### src/core/eix_pkg.sv
/*
 * eix_pkg: constants and types for the external pin interrupt block.
 * Assumes a 50 MHz system clock that keeps running in every sleep mode.
 */
package eix_pkg;
  localparam int N_LINES = 8;
  localparam int N_LOWER = 4;

  // two-bit sense selector codes
  localparam logic [1:0] SENSE_LOW = 2'h0;
  localparam logic [1:0] SENSE_ANY = 2'h1;
  localparam logic [1:0] SENSE_FALL = 2'h2;
  localparam logic [1:0] SENSE_RISE = 2'h3;

  // wishbone byte offsets
  localparam logic [7:0] REG_SENSE_LOWER = 8'h00;
  localparam logic [7:0] REG_SENSE_UPPER = 8'h04;
  localparam logic [7:0] REG_LINE_ENABLE = 8'h08;
  localparam logic [7:0] REG_PENDING = 8'h0c;
  localparam logic [7:0] REG_STATUS = 8'h10;

  // status register fields
  localparam int STAT_PIN_LSB = 0;
  localparam int STAT_AWAKE_BIT = 8;
  localparam int STAT_IO_RUN_BIT = 9;

  // reset values
  localparam logic [7:0] RST_SENSE = 8'h00;
  localparam logic [7:0] RST_ENABLE = 8'h00;
  localparam logic [7:0] RST_PENDING = 8'h00;

  // timing
  localparam int CLK_PERIOD_NS = 20;
  localparam int WDT_PERIOD_NS = 1000;
  localparam int WDT_CYC = WDT_PERIOD_NS / CLK_PERIOD_NS;
  localparam logic [1:0] LEVEL_SAMPLES = 2'h2;
  localparam int STARTUP_US0 = 1;
  localparam int STARTUP_US1 = 4;
  localparam int STARTUP_US2 = 16;
  localparam int STARTUP_US3 = 64;
  localparam int STARTUP_CYC0 = (STARTUP_US0 * 1000 + CLK_PERIOD_NS - 1) / CLK_PERIOD_NS;
  localparam int STARTUP_CYC1 = (STARTUP_US1 * 1000 + CLK_PERIOD_NS - 1) / CLK_PERIOD_NS;
  localparam int STARTUP_CYC2 = (STARTUP_US2 * 1000 + CLK_PERIOD_NS - 1) / CLK_PERIOD_NS;
  localparam int STARTUP_CYC3 = (STARTUP_US3 * 1000 + CLK_PERIOD_NS - 1) / CLK_PERIOD_NS;

  typedef enum logic [1:0] {
    SLP_IDLE = 2'h0,
    SLP_POWER_DOWN = 2'h1,
    SLP_OTHER = 2'h2
  } eix_sleep_t;

  typedef enum logic [2:0] {
    ST_RUN = 3'h1,
    ST_SLEEP = 3'h2,
    ST_START = 3'h4
  } eix_state_t;

  typedef struct packed {
    logic cyc;
    logic stb;
    logic we;
    logic [7:0] adr;
    logic [3:0] sel;
    logic [31:0] dat;
  } eix_wb_req_t;

  typedef struct packed {
    logic ack;
    logic [31:0] dat;
  } eix_wb_rsp_t;
endpackage : eix_pkg

### src/core/eix_ext_irq.sv
/*
 * eix_ext_irq: sense, pending and wake logic for eight external interrupt lines,
 * with a classic wishbone register slave.
 * Assumes i_clk runs in all sleep modes and stands in for the always-on detector;
 * the gated I/O clock is modelled by o_io_clk_run.
 */
// What this block does
// - pin activity triggers even when driven as output
// - each line senses falling, rising or low level
// - enabled low level asserts request while low
// - upper edges need running I/O clock
// - levels and lower edges detected without I/O clock
// - asynchronous conditions wake from every sleep mode
// - I/O clock stopped in all non-idle sleep
// - power-down level wake needs two watchdog samples
// - wake begins after the two-sample check
// - vanished level wakes without level request
// - start-up delay chosen by start-up fuses
// - selector 00 low, 01 any, 10 fall, 11 rise
// - upper edges found by comparing successive samples
// - pending set by edge, cleared by entry or one
// - pending reads zero in level mode
`timescale 1ns/1ps
module eix_ext_irq
  import eix_pkg::*;
(
  // clock and reset
  input wire logic i_clk,
  input wire logic i_nrst,
  // register bus
  input wire eix_wb_req_t i_wb,
  output eix_wb_rsp_t o_wb,
  // pins and cpu side
  input wire logic [N_LINES-1:0] i_ext_irq_lines,
  input wire logic i_global_ie,
  input wire logic [N_LINES-1:0] i_handler_ack,
  output logic o_irq,
  output logic [N_LINES-1:0] o_irq_lines,
  // sleep controller side
  input wire logic i_sleep_enter,
  input wire eix_sleep_t i_sleep_mode,
  input wire logic [1:0] i_startup_time_fuses,
  output logic o_io_clk_run,
  output logic o_wake,
  output logic o_awake
);
  logic [N_LINES-1:0] pin_s1;
  logic [N_LINES-1:0] pin_s2;
  logic [N_LINES-1:0] pin_prev;
  logic [15:0] sense_cfg;
  logic [N_LINES-1:0] line_enable_mask;
  logic [N_LINES-1:0] pending_flag;
  logic [N_LINES-1:0] trig;
  logic [N_LINES-1:0] lvl_mode;
  logic [N_LINES-1:0] lvl_act;
  logic [N_LINES-1:0] clr;
  logic [N_LINES-1:0] next_pending;
  eix_state_t state;
  eix_state_t next_state;
  eix_sleep_t slp_mode;
  logic [5:0] wdt_cnt;
  logic wdt_tick;
  logic [1:0] lvl_hits;
  logic [11:0] start_cnt;
  logic [11:0] start_len;
  logic io_run;
  logic edge_wake;
  logic lvl_wake;
  logic wb_hit;
  logic wb_wr;

  // pin synchronisers; the output drive level never masks the pin
  always_ff @(posedge i_clk or negedge i_nrst) begin
    if (!i_nrst) begin
      pin_s1 <= '1;
      pin_s2 <= '1;
      pin_prev <= '1;
    end else begin
      pin_s1 <= i_ext_irq_lines;
      pin_s2 <= pin_s1;
      pin_prev <= pin_s2;
    end
  end

  assign io_run = (state == ST_RUN) || (state == ST_SLEEP && slp_mode == SLP_IDLE);

  // sense decode per line
  always_comb begin
    trig = '0;
    lvl_mode = '0;
    lvl_act = '0;
    for (int i = 0; i < N_LINES; i++) begin
      case (sense_cfg[2*i +: 2])
        SENSE_LOW: begin
          lvl_mode[i] = 1'b1;
          lvl_act[i] = ~pin_s2[i];
        end
        SENSE_ANY: trig[i] = pin_s2[i] ^ pin_prev[i];
        SENSE_FALL: trig[i] = pin_prev[i] & ~pin_s2[i];
        SENSE_RISE: trig[i] = ~pin_prev[i] & pin_s2[i];
        default: trig[i] = 1'b0;
      endcase
      if (i >= N_LOWER && !io_run) begin
        trig[i] = 1'b0;
      end
    end
  end

  // wishbone classic slave, one wait state
  assign wb_hit = i_wb.cyc && i_wb.stb && !o_wb.ack;
  assign wb_wr = wb_hit && i_wb.we && i_wb.sel[0];

  always_ff @(posedge i_clk or negedge i_nrst) begin
    if (!i_nrst) begin
      o_wb <= '0;
    end else begin
      o_wb.ack <= wb_hit;
      o_wb.dat <= '0;
      if (wb_hit && !i_wb.we) begin
        case (i_wb.adr)
          REG_SENSE_LOWER: o_wb.dat <= {24'h000000, sense_cfg[7:0]};
          REG_SENSE_UPPER: o_wb.dat <= {24'h000000, sense_cfg[15:8]};
          REG_LINE_ENABLE: o_wb.dat <= {24'h000000, line_enable_mask};
          REG_PENDING: o_wb.dat <= {24'h000000, pending_flag};
          REG_STATUS: begin
            o_wb.dat <= {22'h0, io_run, state == ST_RUN, pin_s2};
          end
          default: o_wb.dat <= '0;
        endcase
      end
    end
  end

  // configuration registers
  always_ff @(posedge i_clk or negedge i_nrst) begin
    if (!i_nrst) begin
      sense_cfg <= {RST_SENSE, RST_SENSE};
      line_enable_mask <= RST_ENABLE;
    end else if (wb_wr) begin
      if (i_wb.adr == REG_SENSE_LOWER) begin
        sense_cfg[7:0] <= i_wb.dat[7:0];
      end
      if (i_wb.adr == REG_SENSE_UPPER) begin
        sense_cfg[15:8] <= i_wb.dat[7:0];
      end
      if (i_wb.adr == REG_LINE_ENABLE) begin
        line_enable_mask <= i_wb.dat[7:0];
      end
    end
  end

  // pending flags: set beats clear, level mode forces zero
  assign clr = i_handler_ack | ((wb_wr && i_wb.adr == REG_PENDING) ? i_wb.dat[7:0] : 8'h00);
  assign next_pending = (trig | (pending_flag & ~clr)) & ~lvl_mode;

  always_ff @(posedge i_clk or negedge i_nrst) begin
    if (!i_nrst) begin
      pending_flag <= RST_PENDING;
    end else begin
      pending_flag <= next_pending;
    end
  end

  // requests to the cpu
  always_ff @(posedge i_clk or negedge i_nrst) begin
    if (!i_nrst) begin
      o_irq_lines <= '0;
      o_irq <= 1'b0;
    end else begin
      o_irq_lines <= (pending_flag | lvl_act) & line_enable_mask & {N_LINES{i_global_ie}};
      o_irq <= i_global_ie && |((pending_flag | lvl_act) & line_enable_mask);
    end
  end

  // watchdog oscillator sample tick
  always_ff @(posedge i_clk or negedge i_nrst) begin
    if (!i_nrst) begin
      wdt_cnt <= '0;
    end else if (wdt_tick) begin
      wdt_cnt <= '0;
    end else begin
      wdt_cnt <= wdt_cnt + 6'h01;
    end
  end
  assign wdt_tick = (wdt_cnt == 6'(WDT_CYC - 1));

  assign edge_wake = i_global_ie && |(trig & line_enable_mask);
  assign lvl_wake = i_global_ie && |(lvl_act & line_enable_mask);

  // two consecutive watchdog samples of the level in power-down
  always_ff @(posedge i_clk or negedge i_nrst) begin
    if (!i_nrst) begin
      lvl_hits <= '0;
    end else if (state != ST_SLEEP) begin
      lvl_hits <= '0;
    end else if (wdt_tick) begin
      if (!lvl_wake) begin
        lvl_hits <= '0;
      end else if (lvl_hits != LEVEL_SAMPLES) begin
        lvl_hits <= lvl_hits + 2'h1;
      end
    end
  end

  always_comb begin
    case (i_startup_time_fuses)
      2'h0: start_len = 12'(STARTUP_CYC0);
      2'h1: start_len = 12'(STARTUP_CYC1);
      2'h2: start_len = 12'(STARTUP_CYC2);
      default: start_len = 12'(STARTUP_CYC3);
    endcase
  end

  // sleep and wake sequence
  always_comb begin
    next_state = state;
    case (state)
      ST_RUN: begin
        if (i_sleep_enter) begin
          next_state = ST_SLEEP;
        end
      end
      ST_SLEEP: begin
        if (slp_mode == SLP_IDLE) begin
          if (edge_wake || lvl_wake) begin
            next_state = ST_RUN;
          end
        end else if (edge_wake) begin
          next_state = ST_START;
        end else if (slp_mode == SLP_POWER_DOWN) begin
          if (lvl_hits == LEVEL_SAMPLES) begin
            next_state = ST_START;
          end
        end else if (lvl_wake) begin
          next_state = ST_START;
        end
      end
      ST_START: begin
        if (start_cnt == 12'h000) begin
          next_state = ST_RUN; // wake regardless of level now
        end
      end
      default: next_state = ST_RUN;
    endcase
  end

  always_ff @(posedge i_clk or negedge i_nrst) begin
    if (!i_nrst) begin
      state <= ST_RUN;
      slp_mode <= SLP_IDLE;
      start_cnt <= '0;
    end else begin
      state <= next_state;
      if (state == ST_RUN && i_sleep_enter) begin
        slp_mode <= i_sleep_mode;
      end
      if (state == ST_SLEEP) begin
        start_cnt <= start_len - 12'h001;
      end else if (start_cnt != 12'h000) begin
        start_cnt <= start_cnt - 12'h001;
      end
    end
  end

  always_ff @(posedge i_clk or negedge i_nrst) begin
    if (!i_nrst) begin
      o_wake <= 1'b0;
    end else begin
      o_wake <= (state != ST_RUN) && (next_state == ST_RUN);
    end
  end

  assign o_awake = (state == ST_RUN);
  assign o_io_clk_run = io_run;
endmodule : eix_ext_irq

### config.mk
export PLATFORM = sky130hd
export DESIGN_NAME = eix_ext_irq
export DESIGN_NICKNAME = d
export VERILOG_FILES = /design/src/core/eix_pkg.sv /design/src/core/eix_ext_irq.sv
export SDC_FILE = /design/constraint.sdc
export NUM_CORES = 1
export LEC_CHECK = 0
export BUFFER_PORTS_ARGS = -buffer_cell sky130_fd_sc_hd__buf_2
export CORE_MARGIN = 2
export CORE_UTILIZATION = 58
export CTS_CLUSTER_SIZE = 14
export DETAILED_ROUTE_END_ITERATION = 8
export MAX_ROUTING_LAYER = met4
export PLACE_DENSITY = 0.81
export SYNTH_ARGS = -nofsm -noshare
export SYNTH_HDL_FRONTEND = slang
export SYNTH_SLANG_ARGS = --single-unit
### constraint.sdc
create_clock -name i_clk -period 5.4 [get_ports i_clk]
set_clock_uncertainty 0.2 [all_clocks]
set_input_delay 0.54 -clock i_clk [delete_from_list [all_inputs] [get_ports i_clk]]
set_output_delay 0.54 -clock i_clk [all_outputs]
set_load 0.05 [all_outputs]
==> metrics <==
clk buf depth 2; non-filler cells, final 652; Crit. Startpoint state[0]; CP max stage delay 0.68 ns; mean post-synth cell area 10.8 um^2; register area share after synthesis 50.6%; Switching Share 33.8%; Final period util 53.9%; Initial Utilization 59.1%; Hold WC Path Type input port to flip-flop; Synth Cell Area 5100 um^2; Wirelength per Cell 17.0 um; Overall Global Routing Usage 24.2%; GR Overflow Total 0; clk_lat worst skew 0.37 ns; most frequent CP cell nand2b_1; CTS tree yes; standard-cell rows 34; H-tree depth 3; unrepaired setup endpoints after global routing no; initial antenna violation count 0; via/cell ratio 5.97; # Post-CTS Setup Buffers 0; clock network power share 27.1%; Max Cap Viol 0; Slowest cell on crit path a21oi_1; outcome completed; Seq cells post-synth 102; pin count of the biggest net entering global routing 60; vias in the first global route 3678; CP bufs+invs 1; CP Max Fanout 7; global-route wire length before repair 17900 um; Nets 630; DRC viols 0; clk sinks 102; post-synth top area share 37.8%; final instance area 5680 um^2; DRT Pass-1 Iters 6; cell accounting for the most synthesized area dfrtp_1; Pleak 2.67 nW; GR Util met2 38.2%; Final Max Tran Viols 0; reg2reg end start_cnt[10]; Post-synth ARST share 100%; Reg2Reg Depth 7; Critical Path RT 4.66 ns; n_diodes 0; area post-placement 5450 um^2; maximum vdd drop 0.144 mV; most used routing layer met2; Worst Setup Path Type flip-flop to output port; clock buffer count from CTS 9; critical path capture point type output port; Worst path depth 4; Final Hold Fails 0; # port buffers 66; CP cell instances nand2b_1, nand2b_1, a21oi_1, buf_2; # IOs 116; power consumption 1.87 mW; die area 9560 um^2; R2R Path Start state[2]; crit path to o_io_clk_run; Netlist cell types 60; setup slack, reg-to-reg 2.53 ns; Core ar. 8640 um^2; Worst-Margin Slew 0.847 ns; Detail Placement HPWL 8020 um; post-route minimum period 2.91 ns; chip height 97.8 um; Via Count 3893; Clock transition at path regs 0.10 ns; Setup TNS Final 0 ns; Routability Congestion 0.915; Post-Syn Instances 472; YS warnings 0; Comb power frac 23.1%; number of flops mapped to enable cells by yosys 0; Flop pwr share 49.8%; startpoint types flip-flop; crit path DAT 2.17 ns; Synth area leaders dfrtp_1 (38%), dfstp_2 (13%), mux2_2 (6.4%), ha_1 (4.9%), a21oi_1 (3.4%); post_cts resized 0; CP delay by family, top compound AO/OA/AOI/OAI gates; drt initial violations 321; Power per Cell Area 329 nW/um^2; Routed Antenna Nets 0; die span in x 97.8 um; top_reg_cell synth dfrtp_1; met3 Track Usage GR 4.87%; relative slew slack 43.5%; Switch Pwr 0.630 mW; f_max 0.344 GHz; met1 GRT Util 31.3%; area grow syn2layout 11.3%; Root Driver clkbuf_8; # setup viols final 0; Post-Route WL 11100 um; placed cell count 635; share of layout cells above drive strength 1 27.8%; Internal Pwr Total 1.24 mW
-- how the worst min path moves through the flow --
stage / startpoint / to / slack (ns) / depth (start not counted)
final: i_ext_irq_lines[3] / pin_s1[3] / 0.06 / 1
after detailed placement: pin_s1[4] / pin_s2[4] / 0.15 / 0
after global routing: i_ext_irq_lines[2] / pin_s1[2] / 0.03 / 1
after floorplan: i_nrst / line_enable_mask[0] / 0.04 / 0
after CTS: i_ext_irq_lines[1] / pin_s1[1] / 0.04 / 1
after global placement: pin_s1[4] / pin_s2[4] / 0.15 / 0
-- sequential cells by signal, summed over array words and instances, names as in the netlist --
signal,cells
start_cnt,12
o_wb,11
pin_prev,8
o_irq_lines,8
state,3
pending_flag,8
lvl_hits,2
pin_s2,8
wdt_cnt,6
line_enable_mask,8
sense_cfg,16
o_irq,1
slp_mode,2
pin_s1,8
o_wake,1
-- routing by layer --
| layer | share of wire [%] | up-vias |
|---|---|---|
| met5 | 0 | - |
| met4 | 2.4 | 0 |
| met3 | 6.5 | 29 |
| met2 | 49 | 177 |
| met1 | 42 | 1891 |
| li1 | - | 1796 |
-- power groups by stage --
stage	Combinational (mW)	Sequential (mW)	Clock, mW
floorplan	0.317	0.939	0
global placement	0.412	0.936	0
detailed placement	0.430	0.942	0
CTS	0.430	0.929	0.514
global route	0.477	0.941	0.549
finish	0.431	0.929	0.506
-- cells in the final DEF, fill, tap and decap left out, types with 20 or more instances in the layout --
cell type and instances:
dfrtp_1 77, buf_2 65, a21oi_1 35, nor2_1 33, mux2_2 29, inv_1 28, dfstp_2 25, conb_1 22
nand2_1 20, ha_1 20
-- through the flow --
stage                     utilization (%)  setup slack [ns]  hold WS, ns
after floorplan                         -              2.61       0.0444
after global placement               63.1              2.58        0.146
after detailed placement             63.1              2.55        0.147
after CTS                            65.7              2.53       0.0428
after global routing                 65.7              2.36       0.0291
final                                65.7              2.49       0.0574
-- cell type report --
class	count	area, um^2
clock buffer	10	138
inverter	28	105
sequential	102	2580
tap	108	135
timing repair buffer	68	350
fill	699	2960
multi-input combinational	330	2280
clock inverter	6	80.1
-- synth_stat cells (all sizes together), types with 5 or more instances --
library cell	n
mux2	29
a22oi	11
o21ai	16
a222oi	8
a21oi	35
nand2b	13
dfrtp	77
mux2i	5
inv	28
nor4	5
ha	20
dfstp	25
xnor2	5
buf	23
o22ai	6
nand3	11
and3	7
nor3	14
nand2	22
clkbuf	10
a31oi	6
nor2	33
-- timing repair --
| item | CTS | global route |
|---|---|---|
| hold buffers | 1 | 0 |
| setup endpoints to repair | 0 | 0 |
| endpoints found under the hold margin | 39 | 0 |
-- cell families (layout without fill, tap and decap cells) --
kind of cell               count (synthesis)  count (layout)  share of synthesized area [%]
AOI/OAI and AO/OA                        108             108                           13.9
xor gates and xnor gates                   9               9                           1.54
adders and majority gates                 20              20                           4.90
buffers and inverters                     61             112                           6.13
DFF                                      102             102                           50.6
muxes                                     34              34                           7.38
other                                      1              22                         0.0735
and+or+nand+nor                          137             137                           15.5
No activity file was read; power rests on OpenSTA's default activity.
